[config.mk]
export PLATFORM = sky130hd
export DESIGN_NAME = counter_array
export DESIGN_NICKNAME = d
export VERILOG_FILES = /design/src/verilog/counter_array_pkg.sv /design/src/verilog/chan_if.sv /design/src/verilog/capture_compare_channel.sv /design/src/verilog/counter_array.sv
export SDC_FILE = /design/constraint.sdc
export NUM_CORES = 1
export LEC_CHECK = 0
export BUFFER_PORTS_ARGS = -buffer_cell sky130_fd_sc_hd__buf_4
export CORE_MARGIN = 8
export CORE_UTILIZATION = 40
export DETAILED_ROUTE_END_ITERATION = 7
export PLACE_DENSITY = 0.7
export SYNTH_ARGS = -nofsm -noshare
export SYNTH_HDL_FRONTEND = slang
export SYNTH_SLANG_ARGS = --single-unit
export TNS_END_PERCENT = 100
[constraint.sdc]
create_clock -name core_clk -period 7.26 [get_ports core_clk]
set_input_delay 1.089 -clock core_clk [delete_from_list [all_inputs] [get_ports core_clk]]
set_output_delay 1.089 -clock core_clk [all_outputs]
set_load 0.03 [all_outputs]
[src/verilog/counter_array_pkg.sv]
// Constants shared by the counter array and its channel modules.
// Assumes a 32-bit AXI4-Lite register bus with word-aligned registers.
package counter_array_pkg;

    // ==========================================================
    // Register byte offsets
    localparam logic [7:0] OFS_MODE = 8'h00;
    localparam logic [7:0] OFS_STATUS = 8'h04;
    localparam logic [7:0] OFS_IRQ_EN = 8'h08;
    localparam logic [7:0] OFS_COUNT_LOW = 8'h0C;
    localparam logic [7:0] OFS_COUNT_HIGH = 8'h10;
    localparam logic [7:0] OFS_GLOBAL_EN = 8'h14;
    localparam logic [7:0] OFS_CHAN_VALUE = 8'h20;
    localparam logic [7:0] OFS_CHAN_MODE = 8'h40;
    localparam int CHAN_STRIDE = 4;

    // ==========================================================
    // Field positions of array_mode_reg
    localparam int MODE_WDOG = 0;
    localparam int MODE_TB_LSB = 1;
    localparam int MODE_CLS_LSB = 4;
    localparam int MODE_IDLE = 7;
    localparam logic [7:0] MODE_RESET = 8'h01;

    // Status, enable layout: overflow, intermediate, then one per channel
    localparam int ST_OVF = 0;
    localparam int ST_IOVF = 1;
    localparam int ST_CHAN = 2;

    // Global enable bits
    localparam int GE_GLOBAL = 0;
    localparam int GE_ARRAY = 1;

    // Channel mode bits
    localparam int CM_COMPARE = 0;
    localparam int CM_MATCH_FLAG = 1;
    localparam int CM_TOGGLE = 2;
    localparam int CM_CAP_RISE = 3;
    localparam int CM_CAP_FALL = 4;
    localparam int CM_WIDTH = 5;

    // ==========================================================
    // Timebase
    typedef enum logic [2:0]
    {
        TB_SYS_DIV12 = 3'b000,
        TB_SYS_DIV4 = 3'b001,
        TB_TIMER0 = 3'b010,
        TB_EVENT_PIN = 3'b011,
        TB_SYS = 3'b100,
        TB_EXT_DIV8 = 3'b101
    } timebase_t;

    localparam logic [3:0] DIV12_LAST = 4'hB;
    localparam logic [3:0] DIV4_LAST = 4'h3;
    localparam logic [1:0] RESP_OKAY = 2'h0;
    localparam logic [1:0] RESP_SLVERR = 2'h2;

endpackage

[src/verilog/chan_if.sv]
// Bundle between the counter array core and one capture/compare channel.
// Assumes both ends run on the same clock.
`timescale 1ns/100ps
interface chan_if;
    logic [15:0] count;
    logic tick;
    logic [4:0] mode;
    logic wr_en;
    logic [15:0] wr_data;
    logic [15:0] value;
    logic event_pulse;

    modport core (output count, tick, mode, wr_en, wr_data, input value, event_pulse);
    modport chan (input count, tick, mode, wr_en, wr_data, output value, event_pulse);
endinterface

[src/verilog/capture_compare_channel.sv]
// One 16-bit capture/compare channel with its own I/O line.
// Assumes pin input is synchronous to core_clk.
`timescale 1ns/100ps
module capture_compare_channel
    import counter_array_pkg::*;
(
    // Clock and reset
    input wire logic core_clk,
    input wire logic arst_n,
    input wire logic clk_en,
    // Core side
    chan_if.chan bus,
    // Pin
    input wire logic pin_in,
    output logic pin_out,
    output logic pin_oe_n
);
    logic pin_prev;
    logic match;
    logic capture;

    // ==========================================================
    // Match and capture detection
    always_comb
    begin
        match = bus.tick && bus.mode[CM_COMPARE] && (bus.count == bus.value);
        capture = (bus.mode[CM_CAP_RISE] && pin_in && !pin_prev)
            || (bus.mode[CM_CAP_FALL] && !pin_in && pin_prev);
    end

    always_ff @(posedge core_clk or negedge arst_n)
    begin
        if (!arst_n)
        begin
            pin_prev <= 1'b0;
            bus.value <= 16'h0000;
            bus.event_pulse <= 1'b0;
            pin_out <= 1'b0;
            pin_oe_n <= 1'b1;
        end
        else if (clk_en)
        begin
            pin_prev <= pin_in;
            // Software write loses to a capture in the same cycle: the capture is an event
            if (capture)
                bus.value <= bus.count;
            else if (bus.wr_en)
                bus.value <= bus.wr_data;
            bus.event_pulse <= capture || (match && bus.mode[CM_MATCH_FLAG]);
            pin_oe_n <= !bus.mode[CM_TOGGLE];
            if (match && bus.mode[CM_TOGGLE])
                pin_out <= !pin_out;
        end
    end

endmodule // capture_compare_channel

[src/verilog/counter_array.sv]
// Programmable counter array: 16-bit main counter, timebase, interrupt tree,
// and capture/compare channels, with an AXI4-Lite register slave.
// Assumes all inputs are synchronous to core_clk except ext_osc_div8.
//
// Our own choices: the placing of the registers and the AXI4-Lite slave port.
`timescale 1ns/100ps

module counter_array
    import counter_array_pkg::*;
#(
    parameter int CHANNELS = 3
)
(
    // Clock, reset, enable
    input wire logic core_clk,
    input wire logic arst_n,
    input wire logic clk_en,
    // AXI4-Lite write
    input wire logic [7:0] s_axi_awaddr,
    input wire logic s_axi_awvalid,
    output logic s_axi_awready,
    input wire logic [31:0] s_axi_wdata,
    input wire logic [3:0] s_axi_wstrb,
    input wire logic s_axi_wvalid,
    output logic s_axi_wready,
    output logic [1:0] s_axi_bresp,
    output logic s_axi_bvalid,
    input wire logic s_axi_bready,
    // AXI4-Lite read
    input wire logic [7:0] s_axi_araddr,
    input wire logic s_axi_arvalid,
    output logic s_axi_arready,
    output logic [31:0] s_axi_rdata,
    output logic [1:0] s_axi_rresp,
    output logic s_axi_rvalid,
    input wire logic s_axi_rready,
    // Count sources and processor state
    input wire logic timer0_overflow,
    input wire logic event_clock_pin,
    input wire logic ext_osc_div8,
    input wire logic cpu_idle,
    // Channel lines
    input wire logic [CHANNELS-1:0] channel_io_line_in,
    output logic [CHANNELS-1:0] channel_io_line_out,
    output logic [CHANNELS-1:0] channel_io_line_oe_n,
    // Interrupt
    output logic irq
);
    import counter_array_pkg::*;

    localparam int FLAGS = ST_CHAN + CHANNELS;

    // Status and enable registers are one byte wide: two array flags plus six channels at most
    generate
        if (CHANNELS < 1 || CHANNELS > 6)
        begin : gen_bad_channels
            $error("CHANNELS must lie between 1 and 6");
        end
    endgenerate

    logic [15:0] count;
    logic [7:0] snapshot;
    logic [7:0] array_mode_reg;
    logic [FLAGS-1:0] status;
    logic [FLAGS-1:0] irq_enable;
    logic [1:0] global_en;
    logic [CM_WIDTH-1:0] chan_mode [CHANNELS];
    logic [3:0] prescale;
    logic event_prev;
    logic ext_sync1;
    logic ext_sync2;
    logic ext_prev;
    logic tick;
    logic [FLAGS-1:0] flag_set;
    logic [CHANNELS-1:0] chan_event;
    logic [15:0] chan_value [CHANNELS];
    logic [7:0] aw_addr;
    logic aw_held;
    logic [31:0] w_data;
    logic [3:0] w_strb;
    logic w_held;
    logic do_write;
    logic [31:0] wmask;
    logic [31:0] wval;
    logic wr_ok;
    logic rd_take;
    logic [31:0] next_rdata;
    logic next_rok;

    timebase_t timebase_select;
    logic [1:0] cycle_length_select;
    logic idle_suspend;
    logic watchdog_en;

    assign timebase_select = timebase_t'(array_mode_reg[MODE_TB_LSB +: 3]);
    assign cycle_length_select = array_mode_reg[MODE_CLS_LSB +: 2];
    assign idle_suspend = array_mode_reg[MODE_IDLE];
    assign watchdog_en = array_mode_reg[MODE_WDOG];

    // ==========================================================
    // Timebase
    // Prescaler counts 0 to 11; the divide-by-4 source taps its low bits
    always_ff @(posedge core_clk or negedge arst_n)
    begin
        if (!arst_n)
            prescale <= 4'h0;
        else if (clk_en)
            prescale <= (prescale == DIV12_LAST) ? 4'h0 : prescale + 4'h1;
    end

    // Oscillator divider is foreign to core_clk: two flops, then edge detect
    always_ff @(posedge core_clk or negedge arst_n)
    begin
        if (!arst_n)
        begin
            ext_sync1 <= 1'b0;
            ext_sync2 <= 1'b0;
            ext_prev <= 1'b0;
            event_prev <= 1'b0;
        end
        else if (clk_en)
        begin
            ext_sync1 <= ext_osc_div8;
            ext_sync2 <= ext_sync1;
            ext_prev <= ext_sync2;
            event_prev <= event_clock_pin;
        end
    end

    always_comb
    begin
        case (timebase_select)
            TB_SYS_DIV12: tick = (prescale == DIV12_LAST);
            TB_SYS_DIV4: tick = (prescale[1:0] == DIV4_LAST[1:0]);
            TB_TIMER0: tick = timer0_overflow;
            // Faster pin edges than core_clk over four are not guaranteed to count
            TB_EVENT_PIN: tick = event_prev && !event_clock_pin;
            TB_SYS: tick = 1'b1;
            TB_EXT_DIV8: tick = ext_sync2 && !ext_prev;
            default: tick = 1'b0;
        endcase
        if (idle_suspend && cpu_idle)
            tick = 1'b0;
    end

    // ==========================================================
    // Main counter and snapshot
    always_ff @(posedge core_clk or negedge arst_n)
    begin
        if (!arst_n)
            count <= 16'h0000;
        else if (clk_en)
        begin
            if (do_write && wr_ok && aw_addr == OFS_COUNT_LOW)
                count[7:0] <= wval[7:0];
            else if (do_write && wr_ok && aw_addr == OFS_COUNT_HIGH)
                count[15:8] <= wval[7:0];
            else if (tick)
                count <= count + 16'h0001;
        end
    end

    always_ff @(posedge core_clk or negedge arst_n)
    begin
        if (!arst_n)
            snapshot <= 8'h00;
        else if (clk_en && rd_take && s_axi_araddr == OFS_COUNT_LOW)
            snapshot <= count[15:8];
    end

    // ==========================================================
    // Event flags and interrupt
    always_comb
    begin
        flag_set = '0;
        flag_set[ST_OVF] = tick && (count == 16'hFFFF);
        flag_set[ST_IOVF] = tick && (&count[7:0])
            && (count[10:8] | ~(3'h7 >> (2'h3 - cycle_length_select))) == 3'h7;
        flag_set[FLAGS-1:ST_CHAN] = chan_event;
    end

    // A flag raised in the cycle that software clears it survives
    always_ff @(posedge core_clk or negedge arst_n)
    begin
        if (!arst_n)
            status <= '0;
        else if (clk_en)
        begin
            if (do_write && wr_ok && aw_addr == OFS_STATUS)
                status <= (status & ~wval[FLAGS-1:0]) | flag_set;
            else
                status <= status | flag_set;
        end
    end

    always_ff @(posedge core_clk or negedge arst_n)
    begin
        if (!arst_n)
            irq <= 1'b0;
        else if (clk_en)
            irq <= (|(status & irq_enable))
                && global_en[GE_GLOBAL] && global_en[GE_ARRAY];
    end

    // ==========================================================
    // Channels
    chan_if ch_bus [CHANNELS] ();

    generate
        for (genvar g = 0; g < CHANNELS; g++)
        begin : gen_chan
            assign ch_bus[g].count = count;
            assign ch_bus[g].tick = tick;
            assign ch_bus[g].mode = chan_mode[g];
            assign ch_bus[g].wr_en = clk_en && do_write && wr_ok
                && aw_addr == OFS_CHAN_VALUE + 8'(g * CHAN_STRIDE);
            assign ch_bus[g].wr_data = wval[15:0];
            assign chan_value[g] = ch_bus[g].value;
            assign chan_event[g] = ch_bus[g].event_pulse;

            capture_compare_channel u_chan
            (
                .core_clk(core_clk),
                .arst_n(arst_n),
                .clk_en(clk_en),
                .bus(ch_bus[g]),
                .pin_in(channel_io_line_in[g]),
                .pin_out(channel_io_line_out[g]),
                .pin_oe_n(channel_io_line_oe_n[g])
            );

            always_ff @(posedge core_clk or negedge arst_n)
            begin
                if (!arst_n)
                    chan_mode[g] <= '0;
                else if (clk_en && do_write && wr_ok && aw_addr == OFS_CHAN_MODE + 8'(g * CHAN_STRIDE))
                    chan_mode[g] <= wval[CM_WIDTH-1:0];
            end
        end
    endgenerate

    // ==========================================================
    // Control registers
    always_ff @(posedge core_clk or negedge arst_n)
    begin
        if (!arst_n)
        begin
            array_mode_reg <= MODE_RESET;
            irq_enable <= '0;
            global_en <= 2'h0;
        end
        else if (clk_en && do_write && wr_ok)
        begin
            if (aw_addr == OFS_MODE)
                array_mode_reg <= wval[7:0];
            else if (aw_addr == OFS_IRQ_EN)
                irq_enable <= wval[FLAGS-1:0];
            else if (aw_addr == OFS_GLOBAL_EN)
                global_en <= wval[1:0];
        end
    end

    // ==========================================================
    // AXI4-Lite write channel
    assign do_write = aw_held && w_held && !s_axi_bvalid;
    assign wmask = {{8{w_strb[3]}}, {8{w_strb[2]}}, {8{w_strb[1]}}, {8{w_strb[0]}}};
    assign wval = w_data & wmask;

    // Watchdog mode accepts only an all-zero write to the mode register, and locks the counter
    always_comb
    begin
        if (aw_addr == OFS_MODE)
            wr_ok = !watchdog_en || wval[7:0] == 8'h00;
        else if (aw_addr == OFS_COUNT_LOW || aw_addr == OFS_COUNT_HIGH)
            wr_ok = !watchdog_en;
        else if (aw_addr == OFS_STATUS || aw_addr == OFS_IRQ_EN || aw_addr == OFS_GLOBAL_EN)
            wr_ok = 1'b1;
        else if (aw_addr >= OFS_CHAN_VALUE && aw_addr < OFS_CHAN_VALUE + 8'(CHANNELS * CHAN_STRIDE))
            wr_ok = aw_addr[1:0] == 2'h0;
        else if (aw_addr >= OFS_CHAN_MODE && aw_addr < OFS_CHAN_MODE + 8'(CHANNELS * CHAN_STRIDE))
            wr_ok = aw_addr[1:0] == 2'h0;
        else
            wr_ok = 1'b0;
    end

    always_ff @(posedge core_clk or negedge arst_n)
    begin
        if (!arst_n)
        begin
            aw_held <= 1'b0;
            aw_addr <= 8'h00;
            w_held <= 1'b0;
            w_data <= 32'h0000_0000;
            w_strb <= 4'h0;
            s_axi_awready <= 1'b1;
            s_axi_wready <= 1'b1;
            s_axi_bvalid <= 1'b0;
            s_axi_bresp <= RESP_OKAY;
        end
        else if (clk_en)
        begin
            if (s_axi_awvalid && s_axi_awready)
            begin
                aw_held <= 1'b1;
                aw_addr <= s_axi_awaddr;
                s_axi_awready <= 1'b0;
            end
            if (s_axi_wvalid && s_axi_wready)
            begin
                w_held <= 1'b1;
                w_data <= s_axi_wdata;
                w_strb <= s_axi_wstrb;
                s_axi_wready <= 1'b0;
            end
            if (do_write)
            begin
                aw_held <= 1'b0;
                w_held <= 1'b0;
                s_axi_bvalid <= 1'b1;
                s_axi_bresp <= wr_ok ? RESP_OKAY : RESP_SLVERR;
            end
            else if (s_axi_bvalid && s_axi_bready)
            begin
                s_axi_bvalid <= 1'b0;
                s_axi_awready <= 1'b1;
                s_axi_wready <= 1'b1;
            end
        end
    end

    // ==========================================================
    // AXI4-Lite read channel
    assign rd_take = s_axi_arvalid && s_axi_arready;

    // Reads have no side effect on the counter itself
    always_comb
    begin
        next_rdata = 32'h0000_0000;
        next_rok = 1'b1;
        if (s_axi_araddr == OFS_MODE)
            next_rdata[7:0] = array_mode_reg;
        else if (s_axi_araddr == OFS_STATUS)
            next_rdata[FLAGS-1:0] = status;
        else if (s_axi_araddr == OFS_IRQ_EN)
            next_rdata[FLAGS-1:0] = irq_enable;
        else if (s_axi_araddr == OFS_COUNT_LOW)
            next_rdata[7:0] = count[7:0];
        else if (s_axi_araddr == OFS_COUNT_HIGH)
            next_rdata[7:0] = snapshot;
        else if (s_axi_araddr == OFS_GLOBAL_EN)
            next_rdata[1:0] = global_en;
        else
        begin
            next_rok = 1'b0;
            for (int i = 0; i < CHANNELS; i++)
            begin
                if (s_axi_araddr == OFS_CHAN_VALUE + 8'(i * CHAN_STRIDE))
                begin
                    next_rdata[15:0] = chan_value[i];
                    next_rok = 1'b1;
                end
                if (s_axi_araddr == OFS_CHAN_MODE + 8'(i * CHAN_STRIDE))
                begin
                    next_rdata[CM_WIDTH-1:0] = chan_mode[i];
                    next_rok = 1'b1;
                end
            end
        end
    end

    always_ff @(posedge core_clk or negedge arst_n)
    begin
        if (!arst_n)
        begin
            s_axi_arready <= 1'b1;
            s_axi_rvalid <= 1'b0;
            s_axi_rdata <= 32'h0000_0000;
            s_axi_rresp <= RESP_OKAY;
        end
        else if (clk_en)
        begin
            if (rd_take)
            begin
                s_axi_arready <= 1'b0;
                s_axi_rvalid <= 1'b1;
                s_axi_rdata <= next_rdata;
                s_axi_rresp <= next_rok ? RESP_OKAY : RESP_SLVERR;
            end
            else if (s_axi_rvalid && s_axi_rready)
            begin
                s_axi_rvalid <= 1'b0;
                s_axi_arready <= 1'b1;
            end
        end
    end
endmodule // counter_array

**Yosys cells after proc, flatten, opt, wreduce, memory -nomap -nowiden**

Cells that the tools add are included.

- Add/sub/neg operators: 3
- Order comparisons: 4
- Eq/ne operators: 35
- Shifts and indexed selects: 1
- Muxes and demuxes: 79
- Bitwise gates (word level): 11
- Reductions and logical operators: 116

Operators by type and width:

| kind | count |
|---|---|
| two-way mux 16 bit | 16 |
| two-way mux 8 bit | 9 |
| two-way mux 5 bit | 12 |
| logical AND 1 bit | 55 |
| equality test 16 bit | 3 |
| equality test 8 x 6 -> 1 bit (second input constant) | 6 |
| equality test 8 x 7 -> 1 bit (second input constant) | 6 |
| two-way mux 1 bit | 34 |
| equality test 8 x 4 -> 1 bit (second input constant) | 4 |
| equality test 8 x 5 -> 1 bit (second input constant) | 4 |
| AND reduction 2 bit | 15 |
| zero test 8 bit | 3 |
| two-way mux 11 bit | 2 |
| nonzero test 2 bit | 9 |
| adder 16 x 1 -> 16 bit (second input constant) | 1 |
| bitwise AND 16 bit | 1 |
| equality test 16 bit (second input constant) | 1 |
| equality test 8 x 3 -> 1 bit (second input constant) | 2 |
| zero test 1 bit | 16 |
| two-way mux 14 bit | 1 |
| bitwise AND 5 bit | 2 |
| logical OR 1 bit | 10 |
| OR 5 bit | 2 |
| equality test 3 bit (second input constant) | 3 |
| 25 further kinds | 32 |

- Flip-flop bits (word level): 181
- Bits of input ports: 67

**Depth between registers and ports, before layout**

Gate-level depths: netlist (run 1).

- Depth in word-level cells: 25
- Gate-level depth with buffers: 10
- Gate-level depth less buffers: 7

**Hierarchy**

From an unflattened synthesis (run 1), not the netlist that was laid out.

- Cells, all modules: 1052
- Area, all modules: 9960.8 um2

Modules (own cells, without submodules):

| module | times used | cells an instance | area an instance (um2) | sequential area each (um2) |
|---|---|---|---|---|
| counter_array | 1 | 713 | 6608.8 | 2982.9 |
| capture_compare_channel | 3 | 113 | 1117.3 | 501.7 |

**Worst setup path before layout (run 1)**

No wires, ideal clock.

- Kind: input port to flip-flop
- Start point: input port s_axi_araddr[2]
- End point: register s_axi_rdata[4]
- Arrival time: 2.800 ns
- Data required time: 7.125 ns
- Setup slack: 4.325 ns
- Stages on the path: 6
- Buffers on the path: 1
- Path through: clkbuf_1 -> nor4b_1 -> nand2_1 -> o221a_2 -> a221oi_1 -> o31ai_1

- Word-level cells in the longest chain between the ends: 25

RTL lines:

| element | RTL line | text |
|---|---|---|
| from (decl) | counter_array.sv:30 | `input wire logic [7:0] s_axi_araddr,` |
| equality test 8 x 6 -> 1 bit | counter_array.sv:357 | `if (s_axi_araddr == OFS_CHAN_VALUE + 8'(i * CHAN_STRIDE))` |
| two-way mux 16 bit | counter_array.sv:357 |  |
| two-way mux 5 bit | counter_array.sv:362 | `if (s_axi_araddr == OFS_CHAN_MODE + 8'(i * CHAN_STRIDE))` |
| two-way mux 16 bit | counter_array.sv:357 |  |
| two-way mux 5 bit | counter_array.sv:362 |  |
| two-way mux 16 bit | counter_array.sv:357 |  |
| two-way mux 16 bit | counter_array.sv:350 | `else if (s_axi_araddr == OFS_GLOBAL_EN)` |
| two-way mux 16 bit | counter_array.sv:348 | `else if (s_axi_araddr == OFS_COUNT_HIGH)` |
| [... 9 more ...] | n/a |  |
| two-way mux 5 bit | counter_array.sv:342 | `else if (s_axi_araddr == OFS_STATUS)` |
| two-way mux 5 bit | counter_array.sv:340 | `if (s_axi_araddr == OFS_MODE)` |
| two-way mux 14 bit | counter_array.sv:350 |  |
| two-way mux 8 bit | counter_array.sv:348 |  |
| two-way mux 8 bit | counter_array.sv:346 | `else if (s_axi_araddr == OFS_COUNT_LOW)` |
| two-way mux 5 bit | counter_array.sv:344 | `else if (s_axi_araddr == OFS_IRQ_EN)` |
| two-way mux 5 bit | counter_array.sv:342 |  |
| two-way mux 8 bit (*) | counter_array.sv:340 |  |
| to (signal assigned) | counter_array.sv:386 | `s_axi_rdata <= next_rdata;` |
| to (decl) | counter_array.sv:33 | `output logic [31:0] s_axi_rdata,` |

Mark *: on every way between the ends. The rest lies on a longest branch, timed or not. The select of a mux whose other input is x is not followed.
A chain may end at the register's enable or synchronous reset.

**Worst setup path in the final report (run 1)**

- Start point: input port clk_en
- End point: register chan_mode, in the netlist ch_bus[2].mode[3]

- Word-level cells in the longest chain between the ends: 3

RTL lines:

| element | RTL line | text |
|---|---|---|
| from (decl) | counter_array.sv:17 | `input wire logic clk_en,` |
| logical AND 1 bit (3 in series) | counter_array.sv:236 | `else if (clk_en && do_write && wr_ok && aw_addr == OFS_CHAN_MODE + 8'(g * CHAN_STRIDE))` |
| to (signal, indexed assignment) | counter_array.sv:237 | `chan_mode[g] <= wval[CM_WIDTH-1:0];` |
| to (decl) | counter_array.sv:67 | `logic [CM_WIDTH-1:0] chan_mode [CHANNELS];` |

No other way between the ends.

==> summary.md, run 1 <==
| Metric | Value |
|---|---|
| CP Buf/Inv Count | 3 |
| Worst-Margin Slew | about 1 ns |
| CP max stage cell | or3b_2 |
| Async S/R FF share, synth | between 90% and 100% |
| Hold Vio Cnt, Final | 0 |
| Tmin final | between 3 and 4 ns |
| Setup Buffers After CTS | 0 |
| Worst Hold Class | reg2reg |
| Comb pwr share | between 20 and 25% |
| Fin. max-slew vios | 0 |
| Top FF cell, synth | dfrtp_1 |
| Root buf cell | clkbuf_16 |
| Wire per inst | 19.88 um |
| Number of synthesized flops with an enable pin | 0 |
| Hold path start | gen_chan[0].u_chan.bus.event_pulse |
| Clock transition at path regs | around 0.070 ns |
| Cells resized by post-CTS repair | 0 |
| Die height | 173.0 um |
| Max frequency | 299.2 MHz |
| Startpoint type of the worst setup path | input port |
| Syn. warnings | 0 |
| Synth-to-layout area growth | 12.49% |
| Max rail drop VDD | approximately 0.21 mV |
| Post-Syn Area | between 9000 and 10000 um2 |
| Core Area | 24250 um2 |
| Antenna violations before repair | 0 |
| Via Count | around 8500 |
| Internal Power | a little over 0.002 W |
| Sw Ratio | between 30 and 40% |
| DIE WIDTH | 173.0 um |
| I/O pin count | around 120 |
| R2R Path Start | aw_addr[3] |
| # setup viols final | 0 |
| Layout cells sized above 1 | 16.12% |
| Vias in the first global route | approximately 8000 |
| Seq/Total Area, Yosys | a little under half |
| GP Congestion | approximately 0.90 |
| Cts hold-fix bufs | 0 |
| Largest Register | gen_chan.u_chan.bus.value |
| CTS buffer count | 17 |
| # clock sinks | 179 |
| Number of flip-flops in the largest register | 48 |
| DP Area | about 10000 um2 |
| Crit path DAT | approximately 3.6 ns |
| CP cell instances | buf_4 > inv_1 > buf_4 > nor2_1 > nand3_1 > or3b_2 > nand2_1 > o21ai_0 |
| Grt peak-use layer | met2 |
| Total track usage | 19.05% |
| CTS tree | built |
| RSZ-0062 raised after global routing | false |
| Grt met3 use | 4.465% |
| Status | completed |
| CP startpoint | clk_en |
| Most common cell on crit path | buf_4 |
| Syn Area/Cell | 8.960 um2 |
| Post-route DRC | 0 |
| Leak | about 4.7 nW |
| Final antenna-violating net count | 0 |
| Met2 GRT Util | between 20 and 30% |
| Post-route design area | around 11000 um2 |
| Die area | ~30000 um2 |
| Synth Instances | 1100 |
| Global-route wire length before repair | around 46000 um |
| Deepest clock path buffer count | 2 |
| Rows | 57 |
| Max-Cap Viols | 0 |
| #FFs+latches synth | around 180 |
| Reg power frac | a little under half |
| Layout net count | about 1200 |
| Worst slew margin | approximately 33% |
| Largest net degree at the start of global routing | ~100 |
| CP endpoint kind | flop |
| Sw power | approximately 0.0012 W |
| Worst-Skew Late Latency | about 0.44 ns |
| CP max FO | 44 |
| Port Buffers | 78 |
| Starting Density | between 40% and 50% |
| Hpwl dp | 20750 um |
| Vias per Instance | around 5.9 |
| Max stage delay on crit path | 0.69 ns |
| Drt first pass iters | 5 |
| Power Density | around 290 nW/um2 |
| DR iter-0 viols | just under 1000 |
| DRT Wirelength | around 29000 um |
| Fin Setup TNS | 0 ns |
| Final period util | a little under half |
| WS Path Type | in2reg |
| CTS H-tree depth | 4 |
| Routing usage on met1 | between 20% and 30% |
| Crit path required time | between 7 and 8 ns |
| GR Overflow Total | 0 |
| Antenna Cells | 0 |
| Worst Clk Skew | 0.009942 ns |
| CP delay by family, top | simple AND/OR/NAND/NOR gates |
| Share of total power in the clock network | between 20% and 30% |
| Distinct cell type count after synthesis | 74 |
placed cells by master, fill, tap and decap left out, drive strengths merged, types with 6 or more instances in the layout:
cell and n:
dfrtp 172, o21ai 132, nand2 126, buf 89, nor2 81, a21oi 72
nand3 66, xor2 45, mux2 40, nor3 21, inv 21, clkbuf 19
a22o 18, conb 18, nor4 16, mux2i 16, a31oi 13, and3 8
or4 8, a221oi 7, o211ai 7, xnor2 7, o22ai 7, dfstp 7
nand3b 6, a21o 6, a211oi 6, or3 6
metrics by stage:
stage / power, W / setup WS [ns] / hold WS, ns / util, % / instances
after floorplan: 0.002000 / 4.325 / 0.4362 / - / 1117
after global placement: 0.002287 / 3.603 / 0.4483 / 43.28 / 1421
after detailed placement: 0.002314 / 3.507 / 0.4545 / 43.28 / 1421
after CTS: 0.003252 / 3.984 / 0.4704 / 45.72 / 1453
after global routing: 0.003415 / 3.700 / 0.4933 / 45.72 / 1453
final: 0.003251 / 3.918 / 0.4664 / 45.72 / 1453
final cells by class:
type / count / area, um2
tap: 324 / 405.4
sequential: 179 / 4488
clock buffer: 19 / 452.9
clock inverter: 13 / 138.9
fill: 2339 / 13160
inverter: 14 / 52.55
timing repair buffer: 89 / 671.9
multi-input combinational: 815 / 4877
cell usage after synthesis, types with 8 or more instances:
master	instances	share of area, %
and3_1	8	0.51
mux2i_1	16	1.6
nor4_1	16	1.0
inv_1	13	0.50
o21ai_0	121	6.1
nand2_1	126	4.8
nand3_1	65	3.3
nor3_1	21	1.1
nor2_1	81	3.1
o21ai_1	11	0.56
mux2_2	40	4.6
buf_4	24	1.8
a21oi_1	71	3.6
xor2_1	45	4.0
dfrtp_1	172	44
a22o_1	18	1.6
a31oi_1	13	0.83
clkbuf_1	72	2.7
layer usage:
metal / vias to the layer above / part of all wire (%)
met4: 0 / 1.4
met5: - / 0
met2: 378 / 45
met1: 4134 / 45
met3: 32 / 8.5
li1: 3959 / -
power groups by stage:
stage / Combinational (W) / Clock [W] / Sequential [W]
floorplan: 0.000634 / 0 / 0.00137
global placement: 0.000773 / 0 / 0.00151
detailed placement: 0.000787 / 0 / 0.00153
CTS: 0.000790 / 0.000954 / 0.00151
global route: 0.000868 / 0.000997 / 0.00155
finish: 0.000793 / 0.000942 / 0.00152
cells by family (layout without fill, tap and decap cells):
kind of cell	after synthesis	in the layout	share of synthesized area, %
fa+ha+maj	2	2	0.2539
mux	56	56	6.195
other cells	1	18	0.03805
compound gates	312	312	19.36
xor+xnor	52	52	4.621
buf+inv	123	135	5.751
flops	179	179	45.54
simple gates	375	375	18.24
path summary, 6_finish.rpt:
path | end | slack (ns) | cells after the start
worst max-delay path | ch_bus[2].mode[3] | 3.92 | 8
worst min-delay path | status[2] | 0.47 | 2
worst max register to register | array_mode_reg[4] | 4.43 | 5
worst min register to register | status[2] | 0.47 | 2
max in group asynchronous | gen_chan[1].u_chan.bus.value[7] | 4.96 | 2
min in group asynchronous | ch_bus[2].mode[3] | 0.75 | 1
worst register-to-register path, stage by stage, from the launching register on:
cell	delay, ns
dfrtp_1	0.49
or4_1	0.70
a2111o_1	0.51
nand3_1	0.32
or3_1	0.48
o21ai_0	0.18
Note: power is estimated with default switching activity, not from simulation.
==> run 2, diff against run 1 <==
Clock period 7.26 ns to 3.3 ns, I/O delays scaled along.
==> run 2 against run 1 <==
Via count up 1.4%. Clock skew up 0.0065 ns. Global-route usage is 0.52 points higher. Worst setup slack got worse by 3.4 ns. Flip-flop and latch count unchanged. Final cell count up 1.1%. Critical path depth shrank 2. Clock power grew 120%. First-iteration DRC count rose by 16%. Critical path type is now reg2reg.
==> summary.md, run 2 (synthesized netlist as in run 1, its figures left out) <==
| Metric | Value |
|---|---|
| Status | completed (unchanged) |
| Die height | 173.0 um (unchanged) |
| Fin. max-slew vios | 0 (unchanged) |
| Hold Vio Cnt, Final | 0 (unchanged) |
| Largest Register | gen_chan.u_chan.bus.value (unchanged) |
| Root buf cell | clkbuf_16 (unchanged) |
| # clock sinks | 179 (unchanged) |
| GR Overflow Total | 0 (unchanged) |
| Tmin final | about 2.8 ns |
| Cells resized by post-CTS repair | 0 (unchanged) |
| CTS H-tree depth | 4 (unchanged) |
| Worst slew margin | 19.74% (was 33.29%) |
| Fillers | 2327 (was 2339) |
| DR iter-0 viols | 1122 (was 970) |
| Largest net degree at the start of global routing | 73 (was 102) |
| Layout net count | 1200 (was 1185) |
| Port Buffers | 78 (unchanged) |
| Synth-to-layout area growth | 14.14% (was 12.49%) |
| Starting Density | 40.64% (unchanged) |
| Power Density | 642.1 nW/um2 (was 293.3 nW/um2) |
| Most common cell after layout, fill and taps aside | dfrtp_1 (unchanged) |
| Final period util | between 80% and 90% |
| Die area | 29920 um2 (unchanged) |
| DRT Wirelength | 29360 um (was 28890 um) |
| Antenna violations before repair | 1 (was 0) |
| GP Congestion | 0.9461 (was 0.8993) |
| Hpwl dp | 21270 um (was 20750 um) |
| Crit path DAT | 3.09 ns (was 3.63 ns) |
| CP max FO | 12 (was 44) |
| Max-Cap Viols | 0 (unchanged) |
| CP endpoint kind | flop (unchanged) |
| Via Count | 8621 (was 8503) |
| CTS tree | built (unchanged) |
| Crit path required time | 3.61 ns (was 7.55 ns) |
| I/O pin count | 115 (unchanged) |
| Worst-Skew Late Latency | 0.44 ns (about the same) |
| R2R Setup Slk | 0.51 ns (was 4.43 ns) |
| Setup ws final | 0.5133 ns (was 3.918 ns) |
| Startpoint type of the worst setup path | flop (was input port) |
| Wire per inst | 19.98 um (was 19.88 um) |
| Leak | 4.831 nW (was 4.733 nW) |
| Total track usage | 19.57% (was 19.05%) |
| Rows | 57 (unchanged) |
| Final antenna-violating net count | 0 (unchanged) |
| Worst Hold Class | in2async (was reg2reg) |
| CP endpoint | ch_bus[0].count[6] (was ch_bus[2].mode[3]) |
| Core Area | 24250 um2 (unchanged) |
| Fin Setup TNS | 0 ns (unchanged) |
| Power Total | 0.007223 W (was 0.003251 W) |
| Number of flip-flops in the largest register | 48 (unchanged) |
| R2R Path Start | aw_addr[3] (unchanged) |
| RR Endpoint | ch_bus[0].count[6] (was array_mode_reg[4]) |
| Vias per Instance | 5.869 (was 5.852) |
| Global-route wire length before repair | 47020 um (was 45770 um) |
| Drt first pass iters | 8 (was 5) |
| Setup Buffers After CTS | 0 (unchanged) |
| Vias in the first global route | 8297 (was 8022) |
| Cts hold-fix bufs | 0 (unchanged) |
| Max rail drop VDD | 0.3763 mV (was 0.2120 mV) |
| CP startpoint | aw_addr[3] (was clk_en) |
| Place WS | 0.5713 ns (was 3.507 ns) |
| Worst R2R Path Depth | 6 (was 5) |
| WS Path Type | reg2reg (was in2reg) |
| Commonest cells after routing, fill and taps aside | dfrtp_1 (172), nand2_1 (126), o21ai_0 (121), buf_4 (101), nor2_1 (81) (was dfrtp_1 (172), nand2_1 (126), o21ai_0 (121), buf_4 (88), nor2_1 (81)) |
| Worst-Margin Slew | 1.196 ns (was 1.001 ns) |
| Layout cells sized above 1 | 17.22% (was 16.12%) |
| Post-route DRC | 0 (unchanged) |
| Worst Clk Skew | 0.01645 ns (was 0.009942 ns) |
| CTS buffer count | 17 (unchanged) |
| Max frequency | 358.8 MHz |
| RSZ-0062 raised after global routing | false (unchanged) |
| Clock transition at path regs | 0.07 ns (about the same) |
| Deepest clock path buffer count | 2 (unchanged) |
| DIE WIDTH | 173.0 um (unchanged) |
| # setup viols final | 0 (unchanged) |
==> run 2: cell count changes in the layout (fill, tap and decap cells not counted), sizes merged <==
| cell | previous run | this run |
|---|---|---|
| clkinvlp | 3 | 1 |
| diode | 0 | 1 |
| buf | 89 | 104 |
| clkinv | 2 | 7 |
| clkbuf | 19 | 17 |
| inv | 21 | 20 |
==> run 2: report_power, final <==
part | switching, W | internal (W) | total [W] | leakage [nW]
clock network | 0.00101 | 0.00109 | 0.00210 | 0.296
registers | 0.000650 | 0.00265 | 0.00330 | 2.29
logic | 0.00109 | 0.000734 | 0.00182 | 2.24
total | 0.00274 | 0.00448 | 0.00722 | 4.83
==> run 2: worst max-delay path, cell delays in order, from the launching register on <==
cell      delay (ns)
dfrtp_1         0.50
or4_1           0.69
a2111o_1        0.49
and3_1          0.32
or4_1           0.51
o31ai_1         0.09
a21oi_2         0.05
==> run 2: through the flow <==
stage / instances / instance area, um2 / utilization (%) / hold slack, ns
2_1_floorplan: 1117 / 9920 / - / 0.1994
3_3_place_gp: 1436 / 10630 / 43.85 / 0.4513
3_5_place_dp: 1436 / 10630 / 43.85 / 0.4530
4_1_cts: 1468 / 11250 / 46.38 / 0.1001
5_1_grt: 1469 / 11250 / 46.39 / 0.1074
6_report: 1469 / 11250 / 46.39 / 0.07006
==> run 2: cell type report <==
| cell class | instances | area, um2 | area share (%) |
|---|---|---|---|
| diodes | 1 | 2.502 | 0.02224 |
| clock buffers | 17 | 425.4 | 3.782 |
| clock inverters | 15 | 188.9 | 1.679 |
| inverters | 14 | 52.55 | 0.4671 |
| multi-input cells | 815 | 4877 | 43.35 |
| flip-flops and latches | 179 | 4488 | 39.90 |
| well taps | 324 | 405.4 | 3.604 |
| repair buffers | 104 | 809.5 | 7.196 |
==> run 2: how the worst min path moves through the flow <==
stage,from,slack (ns),depth (start not counted),endpoint
2_1_floorplan,arst_n,0.20,0,array_mode_reg[1]
3_3_place_gp,gen_chan[0].u_chan.bus.event_pulse,0.45,2,status[2]
3_5_place_dp,gen_chan[0].u_chan.bus.event_pulse,0.45,2,status[2]
4_1_cts,arst_n,0.10,1,gen_chan[2].u_chan.pin_out
5_1_grt,arst_n,0.11,1,gen_chan[0].u_chan.pin_out
6_report,arst_n,0.07,1,gen_chan[2].u_chan.pin_out
==> run 2: layer usage <==
metal  GRT usage [%]  wire length, um
met5               0                0
met4           6.468              601
met3           5.576             3081
met2           29.18            13130
met1           26.88            12550
==> run 3, diff against run 2 <==
Settings changed: PLACE_DENSITY 0.7 to 0.72.
Clock period 3.3 ns to 2.3 ns, I/O delays scaled along.
==> run 3 against run 2 <==
The flow now finishes with violations (negative setup slack). Combinational power rose by 85%. Clock-buffer cell count rose by 1. Routed wire length rose by 6.3%. Sequential power rose by 37%. Via count rose by 4.7%. Flip-flop and latch count did not move. Cell area rose by 6.3%. Clock power rose by 43%. Maximum frequency rose by 21%. Final cell count rose by 5.4%. Largest power group unchanged.
==> summary.md, run 3 (synthesized netlist as in run 1, its figures left out) <==
| Metric | Value |
|---|---|
| Hpwl dp | 23230 um (was 21270 um) |
| Crit path DAT | 2.66 ns (was 3.09 ns) |
| Worst Clk Skew | 0.01167 ns (was 0.01645 ns) |
| GR Overflow Total | 0 (unchanged) |
| Via Count | 9030 (was 8621) |
| Worst slew margin | 52.60% (was 19.74%) |
| CTS H-tree depth | 4 (unchanged) |
| Hold path start | s_axi_wdata[0] |
| Startpoint type of the worst setup path | flop (unchanged) |
| Leak | 5.244 nW (was 4.831 nW) |
| Worst-Margin Slew | 0.7093 ns (was 1.196 ns) |
| Setup ws final | -0.005842 ns (was 0.5133 ns) |
| Failing checks | negative setup slack |
| Internal Power | 0.006848 W (was 0.004478 W) |
| Root buf cell | clkbuf_16 (unchanged) |
| Die height | 173.0 um (unchanged) |
| RSZ-0062 raised after global routing | true (was false) |
| Tmin final | 2.306 ns (was 2.787 ns) |
| Post-route DRC | 0 (unchanged) |
| Reg power frac | 41.5% (was 45.7%) |
| R2R Path Start | aw_addr[6] (was aw_addr[3]) |
| Max-Cap Viols | 0 (unchanged) |
| Max rail drop VDD | 0.5960 mV (was 0.3763 mV) |
| Synth-to-layout area growth | 21.30% (was 14.14%) |
| Hold Crit Depth | 2 |
| CTS buffer count | 17 (unchanged) |
| DIE WIDTH | 173.0 um (unchanged) |
| Drt first pass iters | 5 (was 8) |
| Power Total | 0.01089 W (was 0.007223 W) |
| DR iter-0 viols | 1134 (was 1122) |
| Number of flip-flops in the largest register | 48 (unchanged) |
| Largest net degree at the start of global routing | 62 (was 73) |
| Largest Register | gen_chan.u_chan.bus.value (unchanged) |
| Final period util | 100.3% (was 84.45%) |
| DP Area | 11260 um2 (was 10630 um2) |
| GP Congestion | 0.9119 (was 0.9461) |
| Layout Utilization | 49.30% (was 46.39%) |
| Vias in the first global route | 8705 (was 8297) |
| Layout net count | 1280 (was 1200) |
| Core Area | 24250 um2 (unchanged) |
| WS Path Type | reg2reg (unchanged) |
| Post-route design area | 11960 um2 (was 11250 um2) |
| Total track usage | 20.66% (was 19.57%) |
| Starting Density | 40.64% (unchanged) |
| Antenna violations before repair | 0 (was 1) |
| Fin Setup TNS | -0.005842 ns (was 0 ns) |
| Hold Path End | w_data[0] |
| Comb pwr share | 31.0% (was 25.2%) |
| Status | finished with violations (was completed) |
| Final antenna-violating net count | 0 (unchanged) |
| # clock sinks | 179 (unchanged) |
| Commonest cells after routing, fill and taps aside | buf_4 (172), dfrtp_1 (170), nand2_1 (125), o21ai_0 (118), nor2_1 (79) (was dfrtp_1 (172), nand2_1 (126), o21ai_0 (121), buf_4 (101), nor2_1 (81)) |
| I/O pin count | 115 (unchanged) |
| Rows | 57 (unchanged) |
| Crit path required time | 2.65 ns (was 3.61 ns) |
| RR Endpoint | ch_bus[0].count[4] (was ch_bus[0].count[6]) |
| Worst-Skew Late Latency | 0.45 ns (was 0.44 ns) |
| Clock transition at path regs | 0.07 ns (about the same) |
| R2R Setup Slk | -0.006 ns (was 0.51 ns) |
| Vias per Instance | 5.833 (was 5.869) |
| Deepest clock path buffer count | 2 (unchanged) |
| Port Buffers | 78 (unchanged) |
| DRT Wirelength | 31220 um (was 29360 um) |
| # setup viols final | 1 (was 0) |
| Antenna Cells | 0 (was 1) |
| Share of total power in the clock network | 27.5% (was 29.1%) |
| Hold Vio Cnt, Final | 0 (unchanged) |
| Max frequency | 433.7 MHz (was 358.8 MHz) |
| CP max FO | 8 (was 12) |
| Worst Hold Class | in2reg (was in2async) |
| Wire per inst | 20.17 um (was 19.98 um) |
| Power Density | 911.0 nW/um2 (was 642.1 nW/um2) |
| Sw power | 0.004043 W (was 0.002745 W) |
| Most common cell after layout, fill and taps aside | buf_4 (was dfrtp_1) |
| CP endpoint kind | flop (unchanged) |
| Fin. max-slew vios | 0 (unchanged) |
| Layout cells sized above 1 | 23.77% (was 17.22%) |
| Worst R2R Path Depth | 6 (unchanged) |
| Global-route wire length before repair | 49370 um (was 47020 um) |
| Die area | 29920 um2 (unchanged) |
| Hold slack | 0.1303 ns (was 0.07006 ns) |
| Sw Ratio | 37.12% (was 38.00%) |
| CTS tree | built (unchanged) |
## run 3: cell count changes in the layout (fill, tap and decap cells not counted), sizes merged
cell and change:
buf +79, clkbuf +1, clkinv -2, diode -1
dlygate4sd3 +1, inv +1
## run 3: worst max-delay path by stage
stage          depth (start not counted)                 end        from
6_report                               6  ch_bus[0].count[4]  aw_addr[6]
5_1_grt                                6  ch_bus[0].count[4]  aw_addr[6]
4_1_cts                                6  ch_bus[0].count[4]  aw_addr[6]
3_5_place_dp                           6  ch_bus[0].count[6]  aw_addr[1]
3_3_place_gp                           6  ch_bus[0].count[4]  aw_addr[1]
2_1_floorplan                          8  ch_bus[0].count[6]  aw_addr[4]
## run 3: cell type report
cell class,count,area (um2)
sequential,179,4491
clock inverter,14,157.7
tap,324,405.4
multi-input combinational,815,4932
inverter,14,52.55
fill,2270,12290
timing repair buffer,184,1478
clock buffer,18,439.2
## run 3: per-layer routing
metal | up-vias | GRT usage [%] | wire, um
li1 | 4138 | - | -
met1 | 4400 | 28.76 | 13500
met2 | 449 | 31.56 | 14260
met3 | 43 | 4.988 | 2947
met4 | 0 | 5.677 | 510
met5 | - | 0 | 0
## run 3: power by group through the flow
stage,logic (W),registers [W],clock network [W]
after floorplan,0.00202,0.00431,0
after global placement,0.00315,0.00452,0
after detailed placement,0.00321,0.00456,0
after CTS,0.00325,0.00450,0.00302
after global routing,0.00363,0.00461,0.00317
final,0.00337,0.00452,0.00300
## run 3: stage by stage
stage                     setup WS, ns  cells
after global routing          -0.07454   1548
after global placement        -0.02468   1511
after detailed placement      -0.03651   1511
after CTS                     0.008209   1545
final                        -0.005842   1548
after floorplan                -0.1225   1117
## run 3: what timing repair did
| action | CTS | global route |
|---|---|---|
| pin swaps | 1 | 5 |
| hold buffers | 1 | 0 |
| resized for setup | 3 | 17 |
| hold endpoints to repair | 56 | 0 |
| setup endpoints to repair | 10 | 65 |
| setup buffers | 1 | 3 |
## run 3: critical path: stages, from the launching register on
cell and delay, ns:
dfrtp_1 0.40, or4_4 0.56, a2111o_1 0.41, and3_4 0.19
buf_4 0.16, or4_1 0.40, o211ai_1 0.10
